--- config.mk ---
export PLATFORM = sky130hd
export DESIGN_NAME = ttps_timer_tick_prescale_select
export DESIGN_NICKNAME = d
export VERILOG_FILES = /design/src/rtl/ttps_pkg.sv /design/src/rtl/ttps_timer_tick_prescale_select.sv
export SDC_FILE = /design/constraint.sdc
export NUM_CORES = 1
export LEC_CHECK = 0
export BUFFER_PORTS_ARGS = -buffer_cell sky130_fd_sc_hd__buf_4
export CORE_UTILIZATION = 47
export CTS_CLUSTER_DIAMETER = 200
export DETAILED_ROUTE_END_ITERATION = 10
export PLACE_DENSITY = 0.88
export RECOVER_POWER = 25
export SYNTH_ARGS = -nofsm -noshare
export SYNTH_HDL_FRONTEND = slang
export SYNTH_SLANG_ARGS = --single-unit
--- constraint.sdc ---
create_clock -name clk_i -period 1.4 [get_ports clk_i]
set_input_delay 0.14 -clock clk_i [delete_from_list [all_inputs] [get_ports clk_i]]
set_output_delay 0.14 -clock clk_i [all_outputs]
set_load 0.005 [all_outputs]
--- src/rtl/ttps_pkg.sv ---
/*
  Constants and carrier types for the timer tick front end: the clock-control
  register, the divide-by-twelve prescaler and the per-timer control bundle.
  Assumes a single system clock and an SFR-style byte register port.
*/
package ttps_pkg;

  // ----------------------------------------------------------------------
  // Sizes
  // ----------------------------------------------------------------------
  localparam int unsigned NUM_TIMERS = 5;        // Counter/timers served
  localparam int unsigned COUNT_W = 16;          // Count register width
  localparam int unsigned SFR_AW = 8;            // Register address width
  localparam int unsigned SFR_DW = 8;            // Register data width

  // ----------------------------------------------------------------------
  // Clock-control register
  // ----------------------------------------------------------------------
  localparam logic [SFR_AW-1:0] TICK_DIV_SEL_ADDR = 8'h8e;   // Register offset
  localparam logic [SFR_DW-1:0] TICK_DIV_SEL_RESET = 8'h00;  // Reset value
  localparam int unsigned TIMER_ZERO_TICK_BIT = 3;           // Timer 0 select
  localparam int unsigned TIMER_ONE_TICK_BIT = 4;            // Timer 1 select
  localparam int unsigned TIMER_TWO_TICK_BIT = 5;            // Timer 2 select
  localparam int unsigned TIMER_FOUR_TICK_BIT = 6;           // Timer 4 select
  localparam int unsigned TICK_FIELD_LSB = 3;                // Lowest select bit
  localparam int unsigned TICK_FIELD_MSB = 6;                // Highest select bit

  // ----------------------------------------------------------------------
  // Prescaler
  // ----------------------------------------------------------------------
  localparam int unsigned TICK_DIVIDE = 12;                  // Legacy divide
  localparam logic [3:0] PRESCALE_LAST = 4'(TICK_DIVIDE - 1);
  localparam logic [3:0] PRESCALE_ZERO = 4'h0;

  // Timers that carry a baud generator mode
  localparam logic [NUM_TIMERS-1:0] BAUD_CAPABLE = 5'h14;    // Timers 2 and 4
  // Timers that own a select bit; in timer function the rest always take the slow tick
  localparam logic [NUM_TIMERS-1:0] HAS_TICK_SEL = 5'h17;    // Timers 0,1,2,4

  // ----------------------------------------------------------------------
  // Per-timer control bundle
  // ----------------------------------------------------------------------
  typedef struct packed {
    logic run;             // Count register advances when set
    logic count_source;    // Set: count falling edges of the pin
    logic baud_mode;       // Set: baud-rate generator mode
  } ttps_ctrl_s;

endpackage : ttps_pkg

--- src/rtl/ttps_timer_tick_prescale_select.sv ---
/*
  Tick front end for five counter/timers: the clock-control register, the
  divide-by-twelve prescaler, pin edge detectors, per-timer tick selection
  and each timer's 16-bit count register.
  Assumes event pins are asynchronous to clk_i; control bundles come from
  logic on clk_i; register accesses are single-cycle strobes.
*/
module ttps_timer_tick_prescale_select
  import ttps_pkg::*;
(
  input wire logic clk_i,                                   // System clock
  input wire logic sys_rst_i,                               // Sync reset, high
  input wire logic [SFR_AW-1:0] sfr_addr_i,                 // Register address
  input wire logic sfr_wr_i,                                // Write strobe
  input wire logic [SFR_DW-1:0] sfr_wdata_i,                // Write data
  input wire logic sfr_rd_i,                                // Read strobe
  output logic [SFR_DW-1:0] sfr_rdata_o,                    // Read data
  input wire ttps_ctrl_s [NUM_TIMERS-1:0] timer_ctrl_i,     // Per-timer control
  input wire logic [NUM_TIMERS-1:0] event_pin_i,            // External inputs
  output logic [NUM_TIMERS-1:0] tick_o,                     // Tick pulses
  output logic [NUM_TIMERS-1:0][COUNT_W-1:0] count_o        // Count registers
);

  // ----------------------------------------------------------------------
  // Declarations
  // ----------------------------------------------------------------------
  logic [TICK_FIELD_MSB:TICK_FIELD_LSB] tick_sel;    // Stored select bits
  logic [3:0] prescale;                              // Divide-by-12 phase
  logic div_pulse;                                   // One cycle in twelve
  logic [NUM_TIMERS-1:0] pin_meta;                   // Sync stage one
  logic [NUM_TIMERS-1:0] pin_sync;                   // Sync stage two
  logic [NUM_TIMERS-1:0] pin_prev;                   // Edge history
  logic [NUM_TIMERS-1:0] pin_fall;                   // Falling edge seen
  logic [NUM_TIMERS-1:0] fast_sel;                   // Per-timer select bit
  logic [NUM_TIMERS-1:0] next_tick;                  // Selected tick

  // Address match used by both read and write paths
  function automatic logic reg_hit(input logic [SFR_AW-1:0] addr);
    reg_hit = (addr == TICK_DIV_SEL_ADDR);
  endfunction : reg_hit

  // Tick choice for one timer from its control and the shared pulses
  function automatic logic pick_tick(input ttps_ctrl_s ctrl, input logic baud_ok,
                                     input logic sel, input logic fall, input logic slow);
    if (ctrl.count_source) begin
      pick_tick = fall;                   // Counter function
    end else if (baud_ok && ctrl.baud_mode) begin
      pick_tick = 1'b1;                   // Baud mode, select ignored
    end else begin
      pick_tick = sel ? 1'b1 : slow;      // Timer function
    end
  endfunction : pick_tick

  // ----------------------------------------------------------------------
  // Clock-control register
  // ----------------------------------------------------------------------
  // Only the select bits are stored; unused and reserved bits hold nothing
  always_ff @(posedge clk_i) begin
    if (sys_rst_i) begin
      tick_sel <= TICK_DIV_SEL_RESET[TICK_FIELD_MSB:TICK_FIELD_LSB];
    end else if (sfr_wr_i && reg_hit(sfr_addr_i)) begin
      tick_sel <= sfr_wdata_i[TICK_FIELD_MSB:TICK_FIELD_LSB];
    end
  end

  // A write to the register address lands in the select field
  sel_write_a: assert property (@(posedge clk_i) disable iff (sys_rst_i)
    (sfr_wr_i && reg_hit(sfr_addr_i)) |=> tick_sel == $past(sfr_wdata_i[TICK_FIELD_MSB:TICK_FIELD_LSB]))
    else $error("select write lost");

  // Without a write the select field keeps its value
  sel_hold_a: assert property (@(posedge clk_i) disable iff (sys_rst_i)
    !(sfr_wr_i && reg_hit(sfr_addr_i)) |=> $stable(tick_sel))
    else $error("select changed without write");

  // Registered read; unused and reserved bits read zero
  always_ff @(posedge clk_i) begin
    if (sys_rst_i) begin
      sfr_rdata_o <= TICK_DIV_SEL_RESET;
    end else if (sfr_rd_i && reg_hit(sfr_addr_i)) begin
      sfr_rdata_o <= {1'b0, tick_sel, 3'h0};
    end else begin
      sfr_rdata_o <= '0;                  // No data off this address
    end
  end

  // Reads off the register address, or with no strobe, return zero
  rdata_idle_a: assert property (@(posedge clk_i) disable iff (sys_rst_i)
    !(sfr_rd_i && reg_hit(sfr_addr_i)) |=> sfr_rdata_o == '0)
    else $error("read data off address");

  // Unused and reserved bits always read zero
  rdata_resv_a: assert property (@(posedge clk_i) disable iff (sys_rst_i)
    sfr_rdata_o[SFR_DW-1] == 1'b0 && sfr_rdata_o[TICK_FIELD_LSB-1:0] == '0)
    else $error("reserved bits read nonzero");

  // Map stored bits onto timers; timer 3 has none and in timer function stays on the slow tick
  assign fast_sel = {tick_sel[TIMER_FOUR_TICK_BIT], 1'b0, tick_sel[TIMER_TWO_TICK_BIT],
                     tick_sel[TIMER_ONE_TICK_BIT], tick_sel[TIMER_ZERO_TICK_BIT]} & HAS_TICK_SEL;

  // ----------------------------------------------------------------------
  // Divide-by-twelve prescaler
  // ----------------------------------------------------------------------
  // Free-running phase shared by all timers
  always_ff @(posedge clk_i) begin
    if (sys_rst_i) begin
      prescale <= PRESCALE_ZERO;
    end else if (prescale == PRESCALE_LAST) begin
      prescale <= PRESCALE_ZERO;
    end else begin
      prescale <= prescale + 4'h1;
    end
  end

  assign div_pulse = (prescale == PRESCALE_LAST);

  // ----------------------------------------------------------------------
  // Pin synchronisers and edge detection
  // ----------------------------------------------------------------------
  // Two flops against metastability, a third to remember the last level
  always_ff @(posedge clk_i) begin
    if (sys_rst_i) begin
      pin_meta <= '1;
      pin_sync <= '1;
      pin_prev <= '1;
    end else begin
      pin_meta <= event_pin_i;
      pin_sync <= pin_meta;
      pin_prev <= pin_sync;
    end
  end

  // One cycle per high-to-low transition; each level lasts two clocks or more
  assign pin_fall = pin_prev & ~pin_sync;

  // ----------------------------------------------------------------------
  // Per-timer tick selection and count registers
  // ----------------------------------------------------------------------
  for (genvar t = 0; t < NUM_TIMERS; t++) begin : g_timer
    // Each timer picks its own source
    assign next_tick[t] = pick_tick(timer_ctrl_i[t], BAUD_CAPABLE[t], fast_sel[t],
                                    pin_fall[t], div_pulse);

    // Registered tick pulse
    always_ff @(posedge clk_i) begin
      if (sys_rst_i) begin
        tick_o[t] <= 1'b0;
      end else begin
        tick_o[t] <= next_tick[t];
      end
    end

    // Count advances by one on each delivered tick while running
    always_ff @(posedge clk_i) begin
      if (sys_rst_i) begin
        count_o[t] <= '0;
      end else if (tick_o[t] && timer_ctrl_i[t].run) begin
        count_o[t] <= count_o[t] + COUNT_W'(1);
      end
    end

    // Checks for this timer
    count_step_a: assert property (@(posedge clk_i) disable iff (sys_rst_i)
      (tick_o[t] && timer_ctrl_i[t].run) |=> count_o[t] == $past(count_o[t]) + COUNT_W'(1))
      else $error("count did not step on tick");

    count_hold_a: assert property (@(posedge clk_i) disable iff (sys_rst_i)
      !(tick_o[t] && timer_ctrl_i[t].run) |=> $stable(count_o[t]))
      else $error("count moved without tick");

    edge_count_a: assert property (@(posedge clk_i) disable iff (sys_rst_i)
      (timer_ctrl_i[t].count_source && $fell(pin_sync[t])) |=> tick_o[t])
      else $error("pin falling edge not ticked");

    // Counter function gives no tick without a pin falling edge
    edge_only_a: assert property (@(posedge clk_i) disable iff (sys_rst_i)
      (timer_ctrl_i[t].count_source && !$fell(pin_sync[t])) |=> !tick_o[t])
      else $error("tick without pin edge");

    // Falls four clocks apart, the fastest legal rate, each give one tick
    quarter_rate_a: assert property (@(posedge clk_i) disable iff (sys_rst_i)
      (timer_ctrl_i[t].count_source && $fell(pin_sync[t])) ##2 $rose(pin_sync[t]) ##2
      (timer_ctrl_i[t].count_source && $fell(pin_sync[t])) |=> tick_o[t] ##1 !tick_o[t])
      else $error("edge lost at quarter rate");

    pin_ignored_a: assert property (@(posedge clk_i) disable iff (sys_rst_i)
      (!timer_ctrl_i[t].count_source && !timer_ctrl_i[t].baud_mode && !fast_sel[t] && !div_pulse)
      |=> !tick_o[t])
      else $error("timer ticked off schedule");

    if (BAUD_CAPABLE[t]) begin : g_baud
      baud_ignore_a: assert property (@(posedge clk_i) disable iff (sys_rst_i)
        (!timer_ctrl_i[t].count_source && timer_ctrl_i[t].baud_mode) |=> tick_o[t])
        else $error("baud mode did not ignore select");
    end

    fast_tick_a: assert property (@(posedge clk_i) disable iff (sys_rst_i)
      (fast_sel[t] && !timer_ctrl_i[t].count_source) |=> tick_o[t])
      else $error("fast tick missing");

    // Timer function on the slow tick follows the prescaler pulse
    slow_tick_a: assert property (@(posedge clk_i) disable iff (sys_rst_i)
      (!timer_ctrl_i[t].count_source && !(BAUD_CAPABLE[t] && timer_ctrl_i[t].baud_mode) && !fast_sel[t]
       && div_pulse) |=> tick_o[t])
      else $error("slow tick missing");
  end

  // ----------------------------------------------------------------------
  // Prescaler checks
  // ----------------------------------------------------------------------
  div_period_a: assert property (@(posedge clk_i) disable iff (sys_rst_i)
    div_pulse |-> ##12 div_pulse)
    else $error("prescaler period not twelve");

  div_quiet_a: assert property (@(posedge clk_i) disable iff (sys_rst_i)
    div_pulse |=> (!div_pulse) [*8])
    else $error("prescaler pulsed early");

endmodule : ttps_timer_tick_prescale_select
Yosys cells after proc, flatten, opt, wreduce, memory -nomap -nowiden
Index checks and enable logic that the tools add are counted.
{ "op_classes": {"add_sub_neg": 6, "eq_ne": 2, "n_mux": 11, "bitwise_logic": 3, "n_reduce_logical": 9} }
{ "op_table": {"columns": ["op", "count"], "rows": [
  ["adder 16 x 1 -> 16 bit (second input constant)", 5],
  ["2-to-1 mux 1 bit", 11],
  ["== test 8 bit (second input constant)", 1],
  ["logical AND 1 bit", 7],
  ["bitwise AND 5 bit", 1],
  ["inverter 5 bit", 1],
  ["adder 4 x 1 -> 4 bit (second input constant)", 1],
  ["== test 4 bit (second input constant)", 1],
  ["OR reduction 2 bit", 2],
  ["inverter 1 bit", 1]
]} }
{ "totals": {"ff_bits": 116, "input_bits": 40} }

Logic depth before layout (Yosys ltp)
{ "depth": {"depth_word": 4, "mapped_depth": 6, "mapped_depth_nobuf": 5} }

Least setup slack after synthesis
Ideal clock, no wire load.
{ "synth_path": {"path_type": "reg-to-reg", "startpoint": "register count_o[16] (netlist bit)", "endpoint": "register count_o[28] (netlist bit)", "arrival_time_ns": 1.436, "t_required_ns": 1.330, "path_slack_ns": -0.106, "path_stages_with_launch": 6, "period_less_slack_ns": 1.506, "path_cell_list": "dfxtp_1 ha_1 and4_4 nand4_4 or4_1 a21oi_1"} }
{ "synth_between": {"elab_chain_len": 1} }
{ "synth_rtl": {"columns": ["element", "line_no", "rtl"], "rows": [
  ["start, declared", "ttps_timer_tick_prescale_select.sv:21", "output logic [NUM_TIMERS-1:0][COUNT_W-1:0] count_o"],
  ["start signal, assigned by index", "ttps_timer_tick_prescale_select.sv:158", "count_o[t] <= count_o[t] + COUNT_W'(1);"],
  ["adder 16 x 1 -> 16 bit", "ttps_timer_tick_prescale_select.sv:158", null]
]} }
Every way passes these cells.
A chain may end at the register's enable or synchronous reset.

Worst setup path after layout
{ "layout_path": {"startpoint": "register count_o[16] (netlist bit)", "endpoint": "register count_o[30] (netlist bit)"} }
The elaborated chain is that of the path after synthesis.

==> flow_metrics.env <==
export IMPL_status="complete, but fails checks"
export IMPL_violations="negative setup slack"
export IMPL_syn_cell_area_um2=4642
export IMPL_antenna_left=0
export IMPL_syn2layout_area_growth_pct=48.44
export IMPL_period_minus_slack_ns=1.486
export IMPL_place_congestion=0.8513
export IMPL_grt_pass1_wl_mm=18.84
export IMPL_hp_class="in2reg"
export IMPL_die_h_um=101.4
export IMPL_synth_cell_types=44
export IMPL_synth_edff_count=0
export IMPL_fin_nets=763
export IMPL_drtPass1Iterations=4
export IMPL_cp_arrival_ns=1.80
export IMPL_critPathLaunchType="flip-flop"
export IMPL_synthMostInstantiatedCell="dfxtp_1"
export IMPL_drc=0
export IMPL_tns_ns=-0.3389
export IMPL_cp_slowest_stage_delay_ns=0.44
export IMPL_leakage_nw=2.927
export IMPL_crit_family="simple AND/OR/NAND/NOR gates"
export IMPL_fin_crit_sh_pct=106.2
export IMPL_antenna_found_initial=0
export IMPL_clk_latency_ns=0.36
export IMPL_async_flop_share_pct=0
export IMPL_portBuffers=121
export IMPL_row_count=35
export IMPL_numClockSinks=112
export IMPL_wl_per_cell_um=14.33
export IMPL_synth_top_cell_by_area="dfxtp_1"
export IMPL_critPathRequiredTime_ns=1.71
export IMPL_first_iter_violations=143
export IMPL_routed_via_count=4344
export IMPL_path_class="reg2reg"
export IMPL_ys_flop_type="dfxtp_1"
export IMPL_cp_buffers_inverters=0
export IMPL_seqCellArea_um2=2281
export IMPL_numCtsBuffers=9
export IMPL_grt_pass1_vias=4190
export IMPL_rsz0062_at_grt="yes"
export IMPL_grt_usage_pct=22.98
export IMPL_ys_warn_count=0
export IMPL_cts_root_buf="clkbuf_8"
export IMPL_crit_chain="ha_4 > and4_4 > nand4_4 > or4_4 > a21oi_2"
export IMPL_finalWirelength_mm=12.20
export IMPL_ys_seq_elements=112
export IMPL_drv_slew=0
export IMPL_path_clk_slew_ns=0.12
export IMPL_via_per_inst=5.105
export IMPL_initial_core_util_pct=49.30
export IMPL_synth_area_per_cell_um2=9.303
export IMPL_fillers=693
export IMPL_cts_tree="done"
export IMPL_multiInputGateArea_um2=2505
export IMPL_drive_above_1_share_pct=42.52
export IMPL_hold_viol_final=0
export IMPL_grt_max_degree=50
export IMPL_crit_path_max_fanout=4
export IMPL_clockBufferDepth=2
export IMPL_synthTopCellsByCount="dfxtp_1 (112), nor2_1 (68), xor2_1 (43)"
export IMPL_synth_top_cells_by_area="dfxtp_1 (48%), xor2_1 (8.1%), nor2_1 (5.5%)"
export IMPL_cap_violations=0
export IMPL_ir_worst_vdd_v=0.0004483
export IMPL_power_density_nw_per_um2=796.7
export IMPL_synth_top_cell_area_share_pct=48.30
export IMPL_clock_fmax_mhz=672.8
export IMPL_ys_seq_area_share_pct=48.30
export IMPL_clock_skew_ns=0.01502
export IMPL_setup_slack_ns=-0.08638
export IMPL_overflow=0
export IMPL_slowest_stage="or4_4"
export IMPL_fp_coreArea_um2=9415
export IMPL_die_w_um=101.4
export IMPL_endpoint_kind="flip-flop"
export IMPL_ios=133
export IMPL_insertedDiodeCount=0
export IMPL_post_place_ws_ns=-0.1096
export IMPL_setup_viol=8
export IMPL_synth_cells=499
export IMPL_die_area_um2=10280
export IMPL_dpl_hpwl_mm=8.676
export IMPL_htreeDepth=3
[tightest hold or removal path, delay by kind of cell]
| kind | cells | cell delay (ns) |
|---|---|---|
| AND/OR/NAND/NOR | 1 | 0.08 |
| buffers and inverters | 1 | 0.08 |
| multiplexers | 1 | 0.05 |
[worst paths after layout]
kind	depth (start not counted)	end	from	slack, ns
max	5	count_o[30]	count_o[16]	-0.09
min	3	tick_sel[5]	sfr_wdata_i[5]	0.02
max reg2reg	5	count_o[30]	count_o[16]	-0.09
min reg2reg	1	pin_sync[1]	pin_meta[1]	0.42
[layer usage]
layer	GRT usage [%]	wire, µm	up-vias
met5	0	0	-
met4	7.804	223	0
met3	2.761	408	16
met2	44.01	6483	117
met1	26.22	5083	2033
li1	-	-	2178
[logic make-up after synthesis]
group           count (synthesis)  synth area share (%)
compound gates                 44                 5.391
buf+inv                        23                 2.722
xor+xnor                       58                 10.94
mux                             6                 1.321
flops                         112                 48.30
fa+ha+maj                       6                 1.617
other cells                     1               0.08078
simple gates                  249                 29.62
[registers in the layout, indices dropped and copies added, names as in the netlist]
name	flops
count_o	80
pin_meta	5
pin_prev	5
pin_sync	5
prescale	4
sfr_rdata_o	4
tick_o	5
tick_sel	4
[through the flow]
stage / util, % / power, W / hold slack (ns) / instance area (µm²) / cells
after floorplan: - / 0.003432 / 0.2284 / 4711 / 502
after global placement: 66.82 / 0.003566 / 0.3290 / 6291 / 812
after detailed placement: 66.82 / 0.003579 / 0.3274 / 6291 / 812
after CTS: 71.18 / 0.005536 / 0.009520 / 6701 / 845
after global routing: 73.18 / 0.005686 / 0.03293 / 6890 / 851
final: 73.18 / 0.005489 / 0.02484 / 6890 / 851
[final cells by class]
type	count	area share, %
clock inverters	5	0.6537
inverters	3	0.1634
well taps	129	2.342
repair buffers	224	25.02
clock buffers	11	2.361
flip-flops and latches	112	33.10
multi-input cells	367	36.35
[report_power, final]
group	switching (W)	total [W]	leakage, nW	internal [W]
Combinational	0.000129	0.000290	1.90	0.000161
Sequential	0.0000236	0.00324	0.918	0.00321
Clock	0.00113	0.00196	0.104	0.000836
Total	0.00128	0.00549	2.93	0.00421
[cell usage in the layout, fill, tap and decap left out, types with 5 or more instances in the layout]
cell | Yosys | routed
dfxtp_1 | 112 | 93
a21oi_1 | 22 | 18
dlygate4sd3_1 | 0 | 10
mux2i_1 | 5 | 5
xor2_1 | 43 | 43
nand3_1 | 30 | 26
xnor2_1 | 15 | 13
nor4_2 | 0 | 6
or2_2 | 15 | 15
buf_4 | 5 | 193
and4_4 | 3 | 9
dfxtp_4 | 0 | 6
nand2b_1 | 5 | 5
or3_1 | 11 | 9
nand4_1 | 29 | 29
dfxtp_2 | 0 | 13
nand2_1 | 30 | 30
clkbuf_8 | 1 | 10
nor2_1 | 68 | 67
nor3_1 | 8 | 5
clkbuf_4 | 0 | 9
and4_1 | 14 | 6
o21ai_0 | 11 | 11
clkbuf_1 | 10 | 6
[what timing repair did]
item / CTS / global route
gates cloned: 0 / 0
endpoints found under the setup margin: 15 / 37
endpoints found under the hold margin: 10 / 0
resized for setup: 14 / 48
buffers inserted: 7 / 6
pin swaps: 10 / 15
hold buffers: 10 / 0
No activity file was read; power rests on OpenSTA's default activity.
